==> src/design/lgc_pkg.sv <==
// Shared constants, encodings and state types of the logic cell block
package lgc_pkg;

  // ****************************************************************
  // Bus and register map
  // ****************************************************************
  localparam int unsigned ADDR_W = 6;
  localparam logic [5:0] OFF_CTRL = 6'h00;
  localparam logic [5:0] OFF_POL = 6'h04;
  localparam logic [5:0] OFF_SEL0 = 6'h08;
  localparam logic [5:0] OFF_GATE0 = 6'h18;
  localparam logic [5:0] OFF_IRQ_STAT = 6'h28;
  localparam logic [5:0] OFF_IRQ_MASK = 6'h2c;
  localparam logic [5:0] REG_STRIDE = 6'h04;
  localparam logic [1:0] RESP_OKAY = 2'h0;
  localparam logic [1:0] RESP_SLVERR = 2'h2;

  // ****************************************************************
  // Field positions, write masks and reset values
  // ****************************************************************
  localparam int unsigned CTRL_EN_BIT = 7;
  localparam int unsigned CTRL_OUT_BIT = 5;
  localparam int unsigned CTRL_RISE_BIT = 4;
  localparam int unsigned CTRL_FALL_BIT = 3;
  localparam int unsigned MODE_W = 3;
  localparam int unsigned POL_OUT_BIT = 7;
  localparam logic [7:0] CTRL_RST = 8'h00;
  localparam logic [7:0] CTRL_WR_MASK = 8'h9f;
  localparam logic [7:0] POL_WR_MASK = 8'h8f;
  localparam logic [7:0] SEL_WR_MASK = 8'h1f;

  // ****************************************************************
  // Data path sizes
  // ****************************************************************
  localparam int unsigned NUM_CHAN = 4;
  localparam int unsigned SRC_W = 5;
  localparam int unsigned NUM_SRC = 32;

  // Function select encodings
  typedef enum logic [MODE_W-1:0] {
    FN_AND_OR = 3'h0,
    FN_OR_XOR = 3'h1,
    FN_AND4 = 3'h2,
    FN_SR_LATCH = 3'h3,
    FN_DFF_SR = 3'h4,
    FN_DFF2_R = 3'h5,
    FN_JK_R = 3'h6,
    FN_LATCH_SR = 3'h7
  } lgc_fn_t;

  // State of the register and bus core
  typedef struct packed {
    logic [7:0] ctrl;
    logic [7:0] pol;
    logic [NUM_CHAN-1:0][SRC_W-1:0] sel;
    logic [NUM_CHAN-1:0][7:0] gate_en;
    logic irq_stat;
    logic irq_mask;
    logic [NUM_SRC-1:0] sync1;
    logic [NUM_SRC-1:0] sync2;
    logic cell_out;
    logic out_prev;
    logic aw_have;
    logic [ADDR_W-1:0] aw_addr;
    logic w_have;
    logic [31:0] wdata;
    logic [3:0] wstrb;
    logic bvalid;
    logic [1:0] bresp;
    logic rvalid;
    logic [1:0] rresp;
    logic [31:0] rdata;
  } lgc_core_state_t;

  // State of the function stage
  typedef struct packed {
    logic q;
    logic clk_prev;
  } lgc_fn_state_t;

endpackage

==> src/design/lgc_gate.sv <==
// One data gate: OR of enabled true or negated channels, then polarity
`timescale 1ns/1ns
`default_nettype none
module lgc_gate (
  input wire logic [3:0] data,
  input wire logic [7:0] enables,
  input wire logic invert,
  output logic gate_out
);

  // ****************************************************************
  // Gate logic
  // ****************************************************************
  // Odd bits gate the true form, even bits the negated form
  always_comb begin
    logic any;
    any = 1'b0;
    for (int i = 0; i < 4; i++) begin
      any = any | (enables[2*i+1] & data[i]) | (enables[2*i] & ~data[i]); // RL15
    end
    gate_out = any ^ invert; // RL13 RL9
  end

endmodule
`default_nettype wire

==> src/design/lgc_func.sv <==
// Logic function stage: combinational and clocked functions of four gates
`timescale 1ns/1ns
`default_nettype none
module lgc_func (
  input wire logic clk_sys,
  input wire logic rst_n,
  input wire logic run,
  input wire logic [3:0] gate,
  input wire logic [lgc_pkg::MODE_W-1:0] mode,
  output logic result
);

  lgc_pkg::lgc_fn_state_t s_q;
  lgc_pkg::lgc_fn_state_t s_d;
  logic edge_g1;

  // ****************************************************************
  // Next state
  // ****************************************************************
  // Gate 1 acts as clock for the flip-flop modes
  always_comb begin
    s_d = s_q;
    s_d.clk_prev = gate[0];
    edge_g1 = gate[0] & ~s_q.clk_prev;
    case (lgc_pkg::lgc_fn_t'(mode)) // RL6 RL7
      lgc_pkg::FN_SR_LATCH: begin
        if (gate[0] | gate[1]) begin
          s_d.q = 1'b1;
        end else if (gate[2] | gate[3]) begin
          s_d.q = 1'b0;
        end
      end
      lgc_pkg::FN_DFF_SR: begin
        if (gate[2]) begin
          s_d.q = 1'b0;
        end else if (gate[3]) begin
          s_d.q = 1'b1;
        end else if (edge_g1) begin
          s_d.q = gate[1];
        end
      end
      lgc_pkg::FN_DFF2_R: begin
        if (gate[2]) begin
          s_d.q = 1'b0;
        end else if (edge_g1) begin
          s_d.q = gate[1] & gate[3];
        end
      end
      lgc_pkg::FN_JK_R: begin
        if (gate[2]) begin
          s_d.q = 1'b0;
        end else if (edge_g1) begin
          case ({gate[1], gate[3]})
            2'h2: s_d.q = 1'b1;
            2'h1: s_d.q = 1'b0;
            2'h3: s_d.q = ~s_q.q;
            default: s_d.q = s_q.q;
          endcase
        end
      end
      lgc_pkg::FN_LATCH_SR: begin
        if (gate[2]) begin
          s_d.q = 1'b0;
        end else if (gate[3]) begin
          s_d.q = 1'b1;
        end else if (gate[0]) begin
          s_d.q = gate[1];
        end
      end
      default: s_d.q = 1'b0;
    endcase
    // Stored state cleared while the cell is off or in reset
    if (!run || !rst_n) begin
      s_d.q = 1'b0;
    end
    if (!rst_n) begin
      s_d.clk_prev = 1'b0;
    end
  end

  // State register
  always_ff @(posedge clk_sys) begin
    s_q <= s_d;
  end

  // ****************************************************************
  // Result
  // ****************************************************************
  always_comb begin
    case (lgc_pkg::lgc_fn_t'(mode))
      lgc_pkg::FN_AND_OR: result = (gate[0] & gate[1]) | (gate[2] & gate[3]); // RL7
      lgc_pkg::FN_OR_XOR: result = (gate[0] | gate[1]) ^ (gate[2] | gate[3]); // RL7
      lgc_pkg::FN_AND4: result = &gate; // RL7
      default: result = s_q.q; // RL6
    endcase
  end

  // ****************************************************************
  // Checks
  // ****************************************************************
  chk_dff_capture: assert property (@(posedge clk_sys) disable iff (!rst_n) // RL6
    (run && mode == lgc_pkg::FN_DFF_SR && !gate[2] && !gate[3] && gate[0] && !s_q.clk_prev)
    |=> (s_q.q == $past(gate[1])))
    else $error("d flip-flop did not capture on gate 1 edge");
  chk_jk_reset: assert property (@(posedge clk_sys) disable iff (!rst_n) // RL6
    (mode == lgc_pkg::FN_JK_R && gate[2]) |=> !s_q.q)
    else $error("j-k flip-flop not cleared by reset gate");
  chk_sr_latch_set: assert property (@(posedge clk_sys) disable iff (!rst_n) // RL7
    (run && mode == lgc_pkg::FN_SR_LATCH && gate[0]) |=> result)
    else $error("s-r latch not set");

endmodule
`default_nettype wire

==> src/design/lgc_cell.sv <==
// Configurable logic cell: register file, input select, gates, output, irq
//
// Contract
// [RL1] With the cell enable set, the cell combines selected inputs through gates and function.
// [RL2] With the cell enable clear, the cell output is held at zero.
// [RL3] The output status bit reads the cell output after output inversion; writes do nothing.
// [RL4] With rise irq enable set, a rising cell output sets the irq flag, otherwise not.
// [RL5] With fall irq enable set, a falling cell output sets the irq flag, otherwise not.
// [RL6] Function codes 111 latch, 110 J-K, 101 two-input D, 100 one-input D with set and reset.
// [RL7] Function codes 011 S-R latch, 010 four-input AND, 001 OR-XOR, 000 AND-OR.
// [RL8] The output invert bit inverts the function result before it drives the output.
// [RL9] Each gate invert bit inverts its own gate output, bit 0 for gate 1, bit 3 for gate 4.
// [RL10] Each data channel takes its source from a 5-bit selector in its own select register.
// [RL11] Undefined bits, control bit 6 and select bits 7 to 5, read as zero.
// [RL12] Reset clears the control register and keeps selections, enables and polarities.
// [RL13] Each gate combines its enabled channels; with none enabled only polarity counts.
// [RL14] Software clears the irq flag; an edge in the clearing cycle leaves it set.
// [RL15] Each gate enable register holds true and negated enables, d4 true in 7, d1 negated in 0.
`timescale 1ns/1ns
`default_nettype none
module lgc_cell #(
  parameter int unsigned NUM_SRC = lgc_pkg::NUM_SRC
) (
  input wire logic clk_sys,
  input wire logic rst_n,
  input wire logic [NUM_SRC-1:0] src_in,
  output logic cell_out,
  output logic irq,
  input wire logic [lgc_pkg::ADDR_W-1:0] s_axi_awaddr,
  input wire logic s_axi_awvalid,
  output logic s_axi_awready,
  input wire logic [31:0] s_axi_wdata,
  input wire logic [3:0] s_axi_wstrb,
  input wire logic s_axi_wvalid,
  output logic s_axi_wready,
  output logic [1:0] s_axi_bresp,
  output logic s_axi_bvalid,
  input wire logic s_axi_bready,
  input wire logic [lgc_pkg::ADDR_W-1:0] s_axi_araddr,
  input wire logic s_axi_arvalid,
  output logic s_axi_arready,
  output logic [31:0] s_axi_rdata,
  output logic [1:0] s_axi_rresp,
  output logic s_axi_rvalid,
  input wire logic s_axi_rready
);

  lgc_pkg::lgc_core_state_t s_q;
  lgc_pkg::lgc_core_state_t s_d;
  logic [3:0] chan;
  logic [3:0] gate_val;
  logic fn_result;
  logic do_wr;
  logic rise_ev;
  logic fall_ev;
  logic irq_clear;

  // ****************************************************************
  // Decode helpers
  // ****************************************************************
  // True for any mapped register offset
  function automatic logic addr_known(input logic [lgc_pkg::ADDR_W-1:0] a);
    logic hit;
    hit = (a == lgc_pkg::OFF_CTRL) || (a == lgc_pkg::OFF_POL) ||
          (a == lgc_pkg::OFF_IRQ_STAT) || (a == lgc_pkg::OFF_IRQ_MASK);
    for (int i = 0; i < lgc_pkg::NUM_CHAN; i++) begin
      hit = hit || (a == lgc_pkg::OFF_SEL0 + 6'(i) * lgc_pkg::REG_STRIDE);
      hit = hit || (a == lgc_pkg::OFF_GATE0 + 6'(i) * lgc_pkg::REG_STRIDE);
    end
    return hit;
  endfunction

  // Read value of one register, reserved bits zero
  function automatic logic [31:0] read_word(input logic [lgc_pkg::ADDR_W-1:0] a,
                                            input lgc_pkg::lgc_core_state_t st);
    logic [31:0] v;
    v = 32'h0000_0000;
    case (a)
      lgc_pkg::OFF_CTRL: begin
        v[7:0] = st.ctrl & lgc_pkg::CTRL_WR_MASK; // RL11
        v[lgc_pkg::CTRL_OUT_BIT] = st.cell_out; // RL3
      end
      lgc_pkg::OFF_POL: v[7:0] = st.pol & lgc_pkg::POL_WR_MASK; // RL11
      lgc_pkg::OFF_IRQ_STAT: v[0] = st.irq_stat;
      lgc_pkg::OFF_IRQ_MASK: v[0] = st.irq_mask;
      default: begin
        for (int i = 0; i < lgc_pkg::NUM_CHAN; i++) begin
          if (a == lgc_pkg::OFF_SEL0 + 6'(i) * lgc_pkg::REG_STRIDE) begin
            v[lgc_pkg::SRC_W-1:0] = st.sel[i]; // RL11
          end
          if (a == lgc_pkg::OFF_GATE0 + 6'(i) * lgc_pkg::REG_STRIDE) begin
            v[7:0] = st.gate_en[i];
          end
        end
      end
    endcase
    return v;
  endfunction

  // ****************************************************************
  // Data path
  // ****************************************************************
  // Channel multiplexers read only the second sync stage
  always_comb begin
    for (int i = 0; i < lgc_pkg::NUM_CHAN; i++) begin
      chan[i] = s_q.sync2[s_q.sel[i]]; // RL10
    end
  end

  // Four identical gates
  for (genvar g = 0; g < lgc_pkg::NUM_CHAN; g++) begin : g_gate
    lgc_gate u_gate (
      .data(chan),
      .enables(s_q.gate_en[g]),
      .invert(s_q.pol[g]), // RL9
      .gate_out(gate_val[g])
    );
  end

  // Function stage
  lgc_func u_func (
    .clk_sys(clk_sys),
    .rst_n(rst_n),
    .run(s_q.ctrl[lgc_pkg::CTRL_EN_BIT]),
    .gate(gate_val),
    .mode(s_q.ctrl[lgc_pkg::MODE_W-1:0]),
    .result(fn_result)
  );

  // ****************************************************************
  // Bus handshakes and events
  // ****************************************************************
  assign s_axi_awready = !s_q.aw_have;
  assign s_axi_wready = !s_q.w_have;
  assign s_axi_arready = !s_q.rvalid;
  assign do_wr = s_q.aw_have && s_q.w_have && !s_q.bvalid;
  assign rise_ev = s_q.cell_out & ~s_q.out_prev & s_q.ctrl[lgc_pkg::CTRL_RISE_BIT]; // RL4
  assign fall_ev = ~s_q.cell_out & s_q.out_prev & s_q.ctrl[lgc_pkg::CTRL_FALL_BIT]; // RL5
  assign irq_clear = do_wr && s_q.wstrb[0] && s_q.aw_addr == lgc_pkg::OFF_IRQ_STAT &&
                     s_q.wdata[0];

  // ****************************************************************
  // Next state
  // ****************************************************************
  always_comb begin
    s_d = s_q;
    // Two-stage synchroniser on every source
    s_d.sync1 = src_in;
    s_d.sync2 = s_q.sync1;
    // Output stage, zero while disabled
    s_d.out_prev = s_q.cell_out;
    if (s_q.ctrl[lgc_pkg::CTRL_EN_BIT]) begin
      s_d.cell_out = fn_result ^ s_q.pol[lgc_pkg::POL_OUT_BIT]; // RL1 RL8
    end else begin
      s_d.cell_out = 1'b0; // RL2
    end
    // Sticky flag, a new edge wins over the clear
    s_d.irq_stat = (s_q.irq_stat & ~irq_clear) | rise_ev | fall_ev; // RL4 RL5 RL14
    // Write address and data captured in either order
    if (s_axi_awvalid && s_axi_awready) begin
      s_d.aw_have = 1'b1;
      s_d.aw_addr = s_axi_awaddr;
    end
    if (s_axi_wvalid && s_axi_wready) begin
      s_d.w_have = 1'b1;
      s_d.wdata = s_axi_wdata;
      s_d.wstrb = s_axi_wstrb;
    end
    // Register write, only byte lane 0 carries data
    if (do_wr) begin
      s_d.aw_have = 1'b0;
      s_d.w_have = 1'b0;
      s_d.bvalid = 1'b1;
      s_d.bresp = addr_known(s_q.aw_addr) ? lgc_pkg::RESP_OKAY : lgc_pkg::RESP_SLVERR;
      if (s_q.wstrb[0]) begin
        case (s_q.aw_addr)
          lgc_pkg::OFF_CTRL: s_d.ctrl = s_q.wdata[7:0] & lgc_pkg::CTRL_WR_MASK; // RL3
          lgc_pkg::OFF_POL: s_d.pol = s_q.wdata[7:0] & lgc_pkg::POL_WR_MASK;
          lgc_pkg::OFF_IRQ_MASK: s_d.irq_mask = s_q.wdata[0];
          default: begin
            for (int i = 0; i < lgc_pkg::NUM_CHAN; i++) begin
              if (s_q.aw_addr == lgc_pkg::OFF_SEL0 + 6'(i) * lgc_pkg::REG_STRIDE) begin
                s_d.sel[i] = s_q.wdata[lgc_pkg::SRC_W-1:0]; // RL10
              end
              if (s_q.aw_addr == lgc_pkg::OFF_GATE0 + 6'(i) * lgc_pkg::REG_STRIDE) begin
                s_d.gate_en[i] = s_q.wdata[7:0]; // RL15
              end
            end
          end
        endcase
      end
    end
    if (s_q.bvalid && s_axi_bready) begin
      s_d.bvalid = 1'b0;
    end
    // Read answer one cycle after the address is taken
    if (s_axi_arvalid && s_axi_arready) begin
      s_d.rvalid = 1'b1;
      s_d.rdata = read_word(s_axi_araddr, s_q);
      s_d.rresp = addr_known(s_axi_araddr) ? lgc_pkg::RESP_OKAY : lgc_pkg::RESP_SLVERR;
    end else if (s_q.rvalid && s_axi_rready) begin
      s_d.rvalid = 1'b0;
    end
    // Reset clears control, irq flag and mask, output and bus state; selections, enables and polarity are kept
    if (!rst_n) begin
      s_d.ctrl = lgc_pkg::CTRL_RST; // RL12
      s_d.irq_stat = 1'b0;
      s_d.irq_mask = 1'b0;
      s_d.cell_out = 1'b0;
      s_d.out_prev = 1'b0;
      s_d.aw_have = 1'b0;
      s_d.w_have = 1'b0;
      s_d.bvalid = 1'b0;
      s_d.bresp = lgc_pkg::RESP_OKAY;
      s_d.rvalid = 1'b0;
      s_d.rresp = lgc_pkg::RESP_OKAY;
      s_d.rdata = 32'h0000_0000;
    end
  end

  // State register
  always_ff @(posedge clk_sys) begin
    s_q <= s_d;
  end

  // ****************************************************************
  // Outputs
  // ****************************************************************
  assign cell_out = s_q.cell_out;
  assign irq = s_q.irq_stat & s_q.irq_mask;
  assign s_axi_bvalid = s_q.bvalid;
  assign s_axi_bresp = s_q.bresp;
  assign s_axi_rvalid = s_q.rvalid;
  assign s_axi_rdata = s_q.rdata;
  assign s_axi_rresp = s_q.rresp;

  // ****************************************************************
  // Checks
  // ****************************************************************
  chk_disabled_out_low: assert property (@(posedge clk_sys) disable iff (!rst_n) // RL2
    !s_q.ctrl[lgc_pkg::CTRL_EN_BIT] |=> !cell_out)
    else $error("cell output not low while disabled");
  chk_and_mode_out: assert property (@(posedge clk_sys) disable iff (!rst_n) // RL1 RL8
    (s_q.ctrl[lgc_pkg::CTRL_EN_BIT] && s_q.ctrl[2:0] == lgc_pkg::FN_AND4)
    |=> cell_out == $past((&gate_val) ^ s_q.pol[lgc_pkg::POL_OUT_BIT]))
    else $error("cell output differs from inverted and of gates");
  chk_status_mirror: assert property (@(posedge clk_sys) disable iff (!rst_n) // RL3
    (s_axi_arvalid && s_axi_arready && s_axi_araddr == lgc_pkg::OFF_CTRL)
    |=> s_axi_rvalid && s_axi_rdata[lgc_pkg::CTRL_OUT_BIT] == $past(cell_out))
    else $error("status bit does not mirror cell output");
  chk_rise_flag: assert property (@(posedge clk_sys) disable iff (!rst_n) // RL4
    ($rose(cell_out) && s_q.ctrl[lgc_pkg::CTRL_RISE_BIT]) |=> s_q.irq_stat)
    else $error("rising edge did not set irq flag");
  chk_fall_flag: assert property (@(posedge clk_sys) disable iff (!rst_n) // RL5
    ($fell(cell_out) && s_q.ctrl[lgc_pkg::CTRL_FALL_BIT]) |=> s_q.irq_stat)
    else $error("falling edge did not set irq flag");
  chk_no_spurious_flag: assert property (@(posedge clk_sys) disable iff (!rst_n) // RL4 RL5
    (!s_q.irq_stat && !($rose(cell_out) && s_q.ctrl[lgc_pkg::CTRL_RISE_BIT]) &&
     !($fell(cell_out) && s_q.ctrl[lgc_pkg::CTRL_FALL_BIT])) |=> !s_q.irq_stat)
    else $error("irq flag set without enabled edge");
  chk_reserved_zero: assert property (@(posedge clk_sys) disable iff (!rst_n) // RL11
    s_axi_rvalid |-> s_axi_rdata[31:8] == 24'h00_0000 && !s_axi_rdata[6])
    else $error("reserved read bits not zero");
  chk_empty_gate_pol: assert property (@(posedge clk_sys) disable iff (!rst_n) // RL13 RL9
    s_q.gate_en[0] == 8'h00 |-> gate_val[0] == s_q.pol[0])
    else $error("empty gate output not set by polarity");
  chk_reset_ctrl: assert property (@(posedge clk_sys) // RL12
    !rst_n |=> s_q.ctrl == lgc_pkg::CTRL_RST && $stable(s_q.sel))
    else $error("reset did not clear control or changed selects");
  chk_select_route: assert property (@(posedge clk_sys) disable iff (!rst_n) // RL10
    $stable(s_q.sel[1]) |-> chan[1] == s_q.sync2[s_q.sel[1]])
    else $error("data channel 2 not routed from its selector");

endmodule
`default_nettype wire

==> config.mk <==
export PLATFORM = sky130hd
export DESIGN_NAME = lgc_cell
export DESIGN_NICKNAME = d
export VERILOG_FILES = /design/src/design/lgc_pkg.sv /design/src/design/lgc_gate.sv /design/src/design/lgc_func.sv /design/src/design/lgc_cell.sv
export SDC_FILE = /design/constraint.sdc
export NUM_CORES = 1
export LEC_CHECK = 0
export BUFFER_PORTS_ARGS = -buffer_cell sky130_fd_sc_hd__buf_2
export CAP_MARGIN = 10
export CELL_PAD_IN_SITES_DETAIL_PLACEMENT = 1
export CELL_PAD_IN_SITES_GLOBAL_PLACEMENT = 2
export CORE_MARGIN = 3
export CORE_UTILIZATION = 34
export CTS_BUF_LIST = sky130_fd_sc_hd__clkbuf_4
export DETAILED_ROUTE_END_ITERATION = 8
export GPL_TIMING_DRIVEN = 0
export PLACE_DENSITY_LB_ADDON = 0.08
export SLEW_MARGIN = 25
export SYNTH_ARGS = -nofsm -noshare
export SYNTH_HDL_FRONTEND = slang
export SYNTH_SLANG_ARGS = --single-unit
==> constraint.sdc <==
create_clock -name clk_sys -period 3.3 [get_ports clk_sys]
set_input_delay 0.165 -clock clk_sys [delete_from_list [all_inputs] [get_ports clk_sys]]
set_output_delay 0.165 -clock clk_sys [all_outputs]
set_load 0.05 [all_outputs]
==> impl_metrics.csv <==
group,metric,value,unit
sta,post-route-period-util,108,%
logic_synthesis,ys.flop_type,"dfxtp_1",
setup_path,start_kind,"flop",
clock_tree,cts_made_buffers,17,
sta,maxSlewHeadroom,37.0,%
logic_synthesis,synthCells,655,
floorplan,ios,130,
global_route,overflow,0,
final_layout,drive_gt1_share,29.1,%
place,dp_slack,-0.793,ns
floorplan,start_util,34.8,%
clock_tree,root_buffer,"clkbuf_4",
floorplan,die_w,153,um
status,status,"finished, violations left",
place,port_buffers,75,
global_route,grt_use_total,20.6,%
pwr,total_power,3.84,mW
pwr,leakage,3.86,nW
sta,finClkSkew,0.0300,ns
global_route,first_global_vias,6171,
logic_synthesis,synth-seq-area-share,53.6,%
drt,dr.pass1.iters,5,
logic_synthesis,syn_area_per_cell,11.3,um2
clock_tree,clkLatencyLatePin,0.58,ns
setup_path,cp_max_fo,4,
final_layout,fill_cells,2321,
global_route,grt_start_max_net_pins,18,
floorplan,die-area,0.0236,mm2
setup_path,required,3.80,ns
final_layout,syn2layout_area_growth,30.8,%
sta,setup_violations,2,
logic_synthesis,synthArstFlopShare,0,%
sta,timing.fmax,280,MHz
sta,hold_violations,0,
floorplan,design.core.area,0.0212,mm2
drt,ant_nets,0,
place,gp_congestion,0.879,
final_layout,fin_util,45.6,%
sta,rsz0062_at_grt,"true",
floorplan,num_rows,53,
drt,drt_iter0_markers,365,
pwr,peakVddDrop,0.226,mV
place,dp_hpwl,17800,um
drt,avgRoutedWirePerCell,21.0,um
floorplan,die_h,153,um
sta,slew_viol_final,0,
setup_path,cp-end-kind,"flop",
sta,fin_hold_ws,0.0682,ns
sta,worstMarginPinSlew,0.941,ns
drt,remaining_drc_errors,0,
drt,drt-total-wl,24000,um
logic_synthesis,synth_area,0.00739,mm2
sta,finalCriticalPeriod,3.57,ns
clock_tree,clock_path_buffers,2,
logic_synthesis,yosysWarnings,0,
global_route,grt_pass1_wl,36900,um
logic_synthesis,ys_ff_latch,162,
drt,vias,5892,
job,maxCapViolCount,0,
clock_tree,cts_tree,"yes",
clock_tree,cts.sinks,162,
global_route,antenna_found_initial,1,
final_layout,finalNetCount,947,
clock_tree,path_clk_slew,0.16,ns
status,violations,"negative setup slack",
logic_synthesis,yosys.cell_types.count,69,
setup_path,cp.arrival,4.07,ns
clock_tree,htree_levels,4,
pwr,powerDensity,397,mW/mm2
final_layout,final_cell_area,0.00967,mm2
setup_path,path_class,"flop to flop",
place,postPlaceCellArea,0.00821,mm2
sta,layout_setup_ws,-0.270,ns
drt,via_per_inst,5.14,
logic_synthesis,synth-edff-count,72,
min_path,hold_path_class,"primary input to flop",
placed cells by master (no fill, tap or decap), types with 9 or more instances in the layout:
cell,count
buf_2,76
nor2b_1,14
nand2_1,44
conb_1,26
nand3_1,23
buf_4,59
clkbuf_1,12
edfxtp_1,72
a21oi_1,24
mux2i_1,71
o21ai_0,26
and2_1,16
dlygate4sd3_1,58
clkbuf_4,18
a22oi_1,15
mux2i_4,9
inv_1,13
dfxtp_1,90
nand2b_1,9
nor2_1,29
Yosys cell counts, drive strengths merged (3+ instances only):
| cell | number | share of area [%] |
|---|---|---|
| a211oi | 7 | 0.78 |
| a21boi | 3 | 0.30 |
| a21oi | 25 | 1.7 |
| a22o | 6 | 0.71 |
| a22oi | 19 | 1.9 |
| a31o | 3 | 0.36 |
| a31oi | 6 | 0.59 |
| a41oi | 3 | 0.36 |
| and2 | 19 | 1.6 |
| and3 | 4 | 0.34 |
| buf | 46 | 4.9 |
| clkbuf | 13 | 0.66 |
| dfxtp | 90 | 24 |
| edfxtp | 72 | 29 |
| ha | 3 | 0.51 |
| inv | 13 | 0.66 |
| mux2 | 7 | 1.1 |
| mux2i | 87 | 12 |
| nand2 | 45 | 2.3 |
| nand2b | 9 | 0.76 |
| nand3 | 25 | 1.8 |
| nand3b | 3 | 0.30 |
| nand4 | 4 | 0.34 |
| nor2 | 37 | 1.9 |
| nor2b | 19 | 1.6 |
| nor3 | 6 | 0.41 |
| o211a | 5 | 0.68 |
| o211ai | 4 | 0.41 |
| o21ai | 31 | 2.1 |
| o32ai | 4 | 0.47 |
worst max-delay path: stages, from the launching register on:
cell       delay [ns]
edfxtp_1         0.45
buf_4            0.18
and2_2           0.25
a22oi_1          0.20
and3_1           0.23
a31o_1           0.25
o21ai_0          0.17
and2_1           0.18
a41oi_2          0.32
o22a_2           0.25
ha_4             0.14
nor3b_4          0.17
o32ai_2          0.11
a221o_1          0.33
o211a_1          0.14
o2bb2ai_1        0.11
worst paths after layout:
path	start	endpoint	slack, ns	cells past startpoint
worst min-delay path	s_axi_araddr[0]	s_axi_rdata[4]$_SDFFE_PN0P_	0.07	4
worst min register to register	s_d[91]$_DFF_P_	s_q[91]$_DFF_P_	0.34	0
worst max register to register	s_q[184]$_DFFE_PP_	u_func.s_q[1]$_SDFFE_PN0P_	-0.27	15
worst max-delay path	s_q[184]$_DFFE_PP_	u_func.s_q[1]$_SDFFE_PN0P_	-0.27	15
registers in the layout, indices dropped and copies added, names as in the netlist:
name and count:
s_axi_rdata 8, s_axi_rvalid 1, s_axi_bvalid 1, u_func.s_q 2, s_d 32, cell_out 1, s_axi_rresp 1, s_axi_bresp 1
s_q 115
metal layers:
metal	vias up	track usage [%]	part of all wire (%)
met3	21	4.33	5.2
li1	2772	-	-
met2	175	32.1	44
met1	2924	29.5	49
met4	0	4.79	1.2
met5	-	0	0
report_power, final:
group          switching [mW]  total (mW)  internal [mW]  leakage [nW]
Sequential             0.0585        2.22           2.16          1.41
Clock                   0.799        1.21          0.411         0.159
Combinational           0.237       0.410          0.174          2.29
final cells by class:
class,count,area [um2],area share (%)
Antenna cell,1,2.50,0.0259
Buffer,58,439,4.54
Clock buffer,18,135,1.40
Clock inverter,14,139,1.44
Inverter,13,48.8,0.505
Multi-Input combinational cell,446,3420,35.4
Sequential cell,162,3960,41.0
Tap cell,275,344,3.56
Timing Repair Buffer,159,1170,12.2
cells by family (layout without fill, tap and decap cells):
group / Yosys count / count (layout) / synth area share [%]
AND/OR/NAND/NOR: 188 / 188 / 13.4
flip-flops: 162 / 162 / 53.6
AO/OA/AOI/OAI: 133 / 133 / 13.0
multiplexers: 95 / 95 / 13.1
buffers and inverters: 72 / 262 / 6.19
adder cells (fa/ha/maj): 3 / 3 / 0.508
other: 1 / 27 / 0.0507
XOR/XNOR: 1 / 1 / 0.118
through the flow:
| stage | std cells | TNS [ns] |
|---|---|---|
| 2_1_floorplan | 680 | 0 |
| 3_3_place_gp | 1030 | -1.54 |
| 3_5_place_dp | 1030 | -1.39 |
| 4_1_cts | 1144 | -0.504 |
| 5_1_grt | 1146 | -0.719 |
| 6_report | 1146 | -0.448 |
timing repair:
action,CTS,global route
hold buffers,58,0
buffers inserted,24,4
endpoints found under the setup margin,2,2
pin swaps,20,19
gates resized for setup,70,25
hold endpoints to repair,58,0
Power figures use the tool's default switching activity.
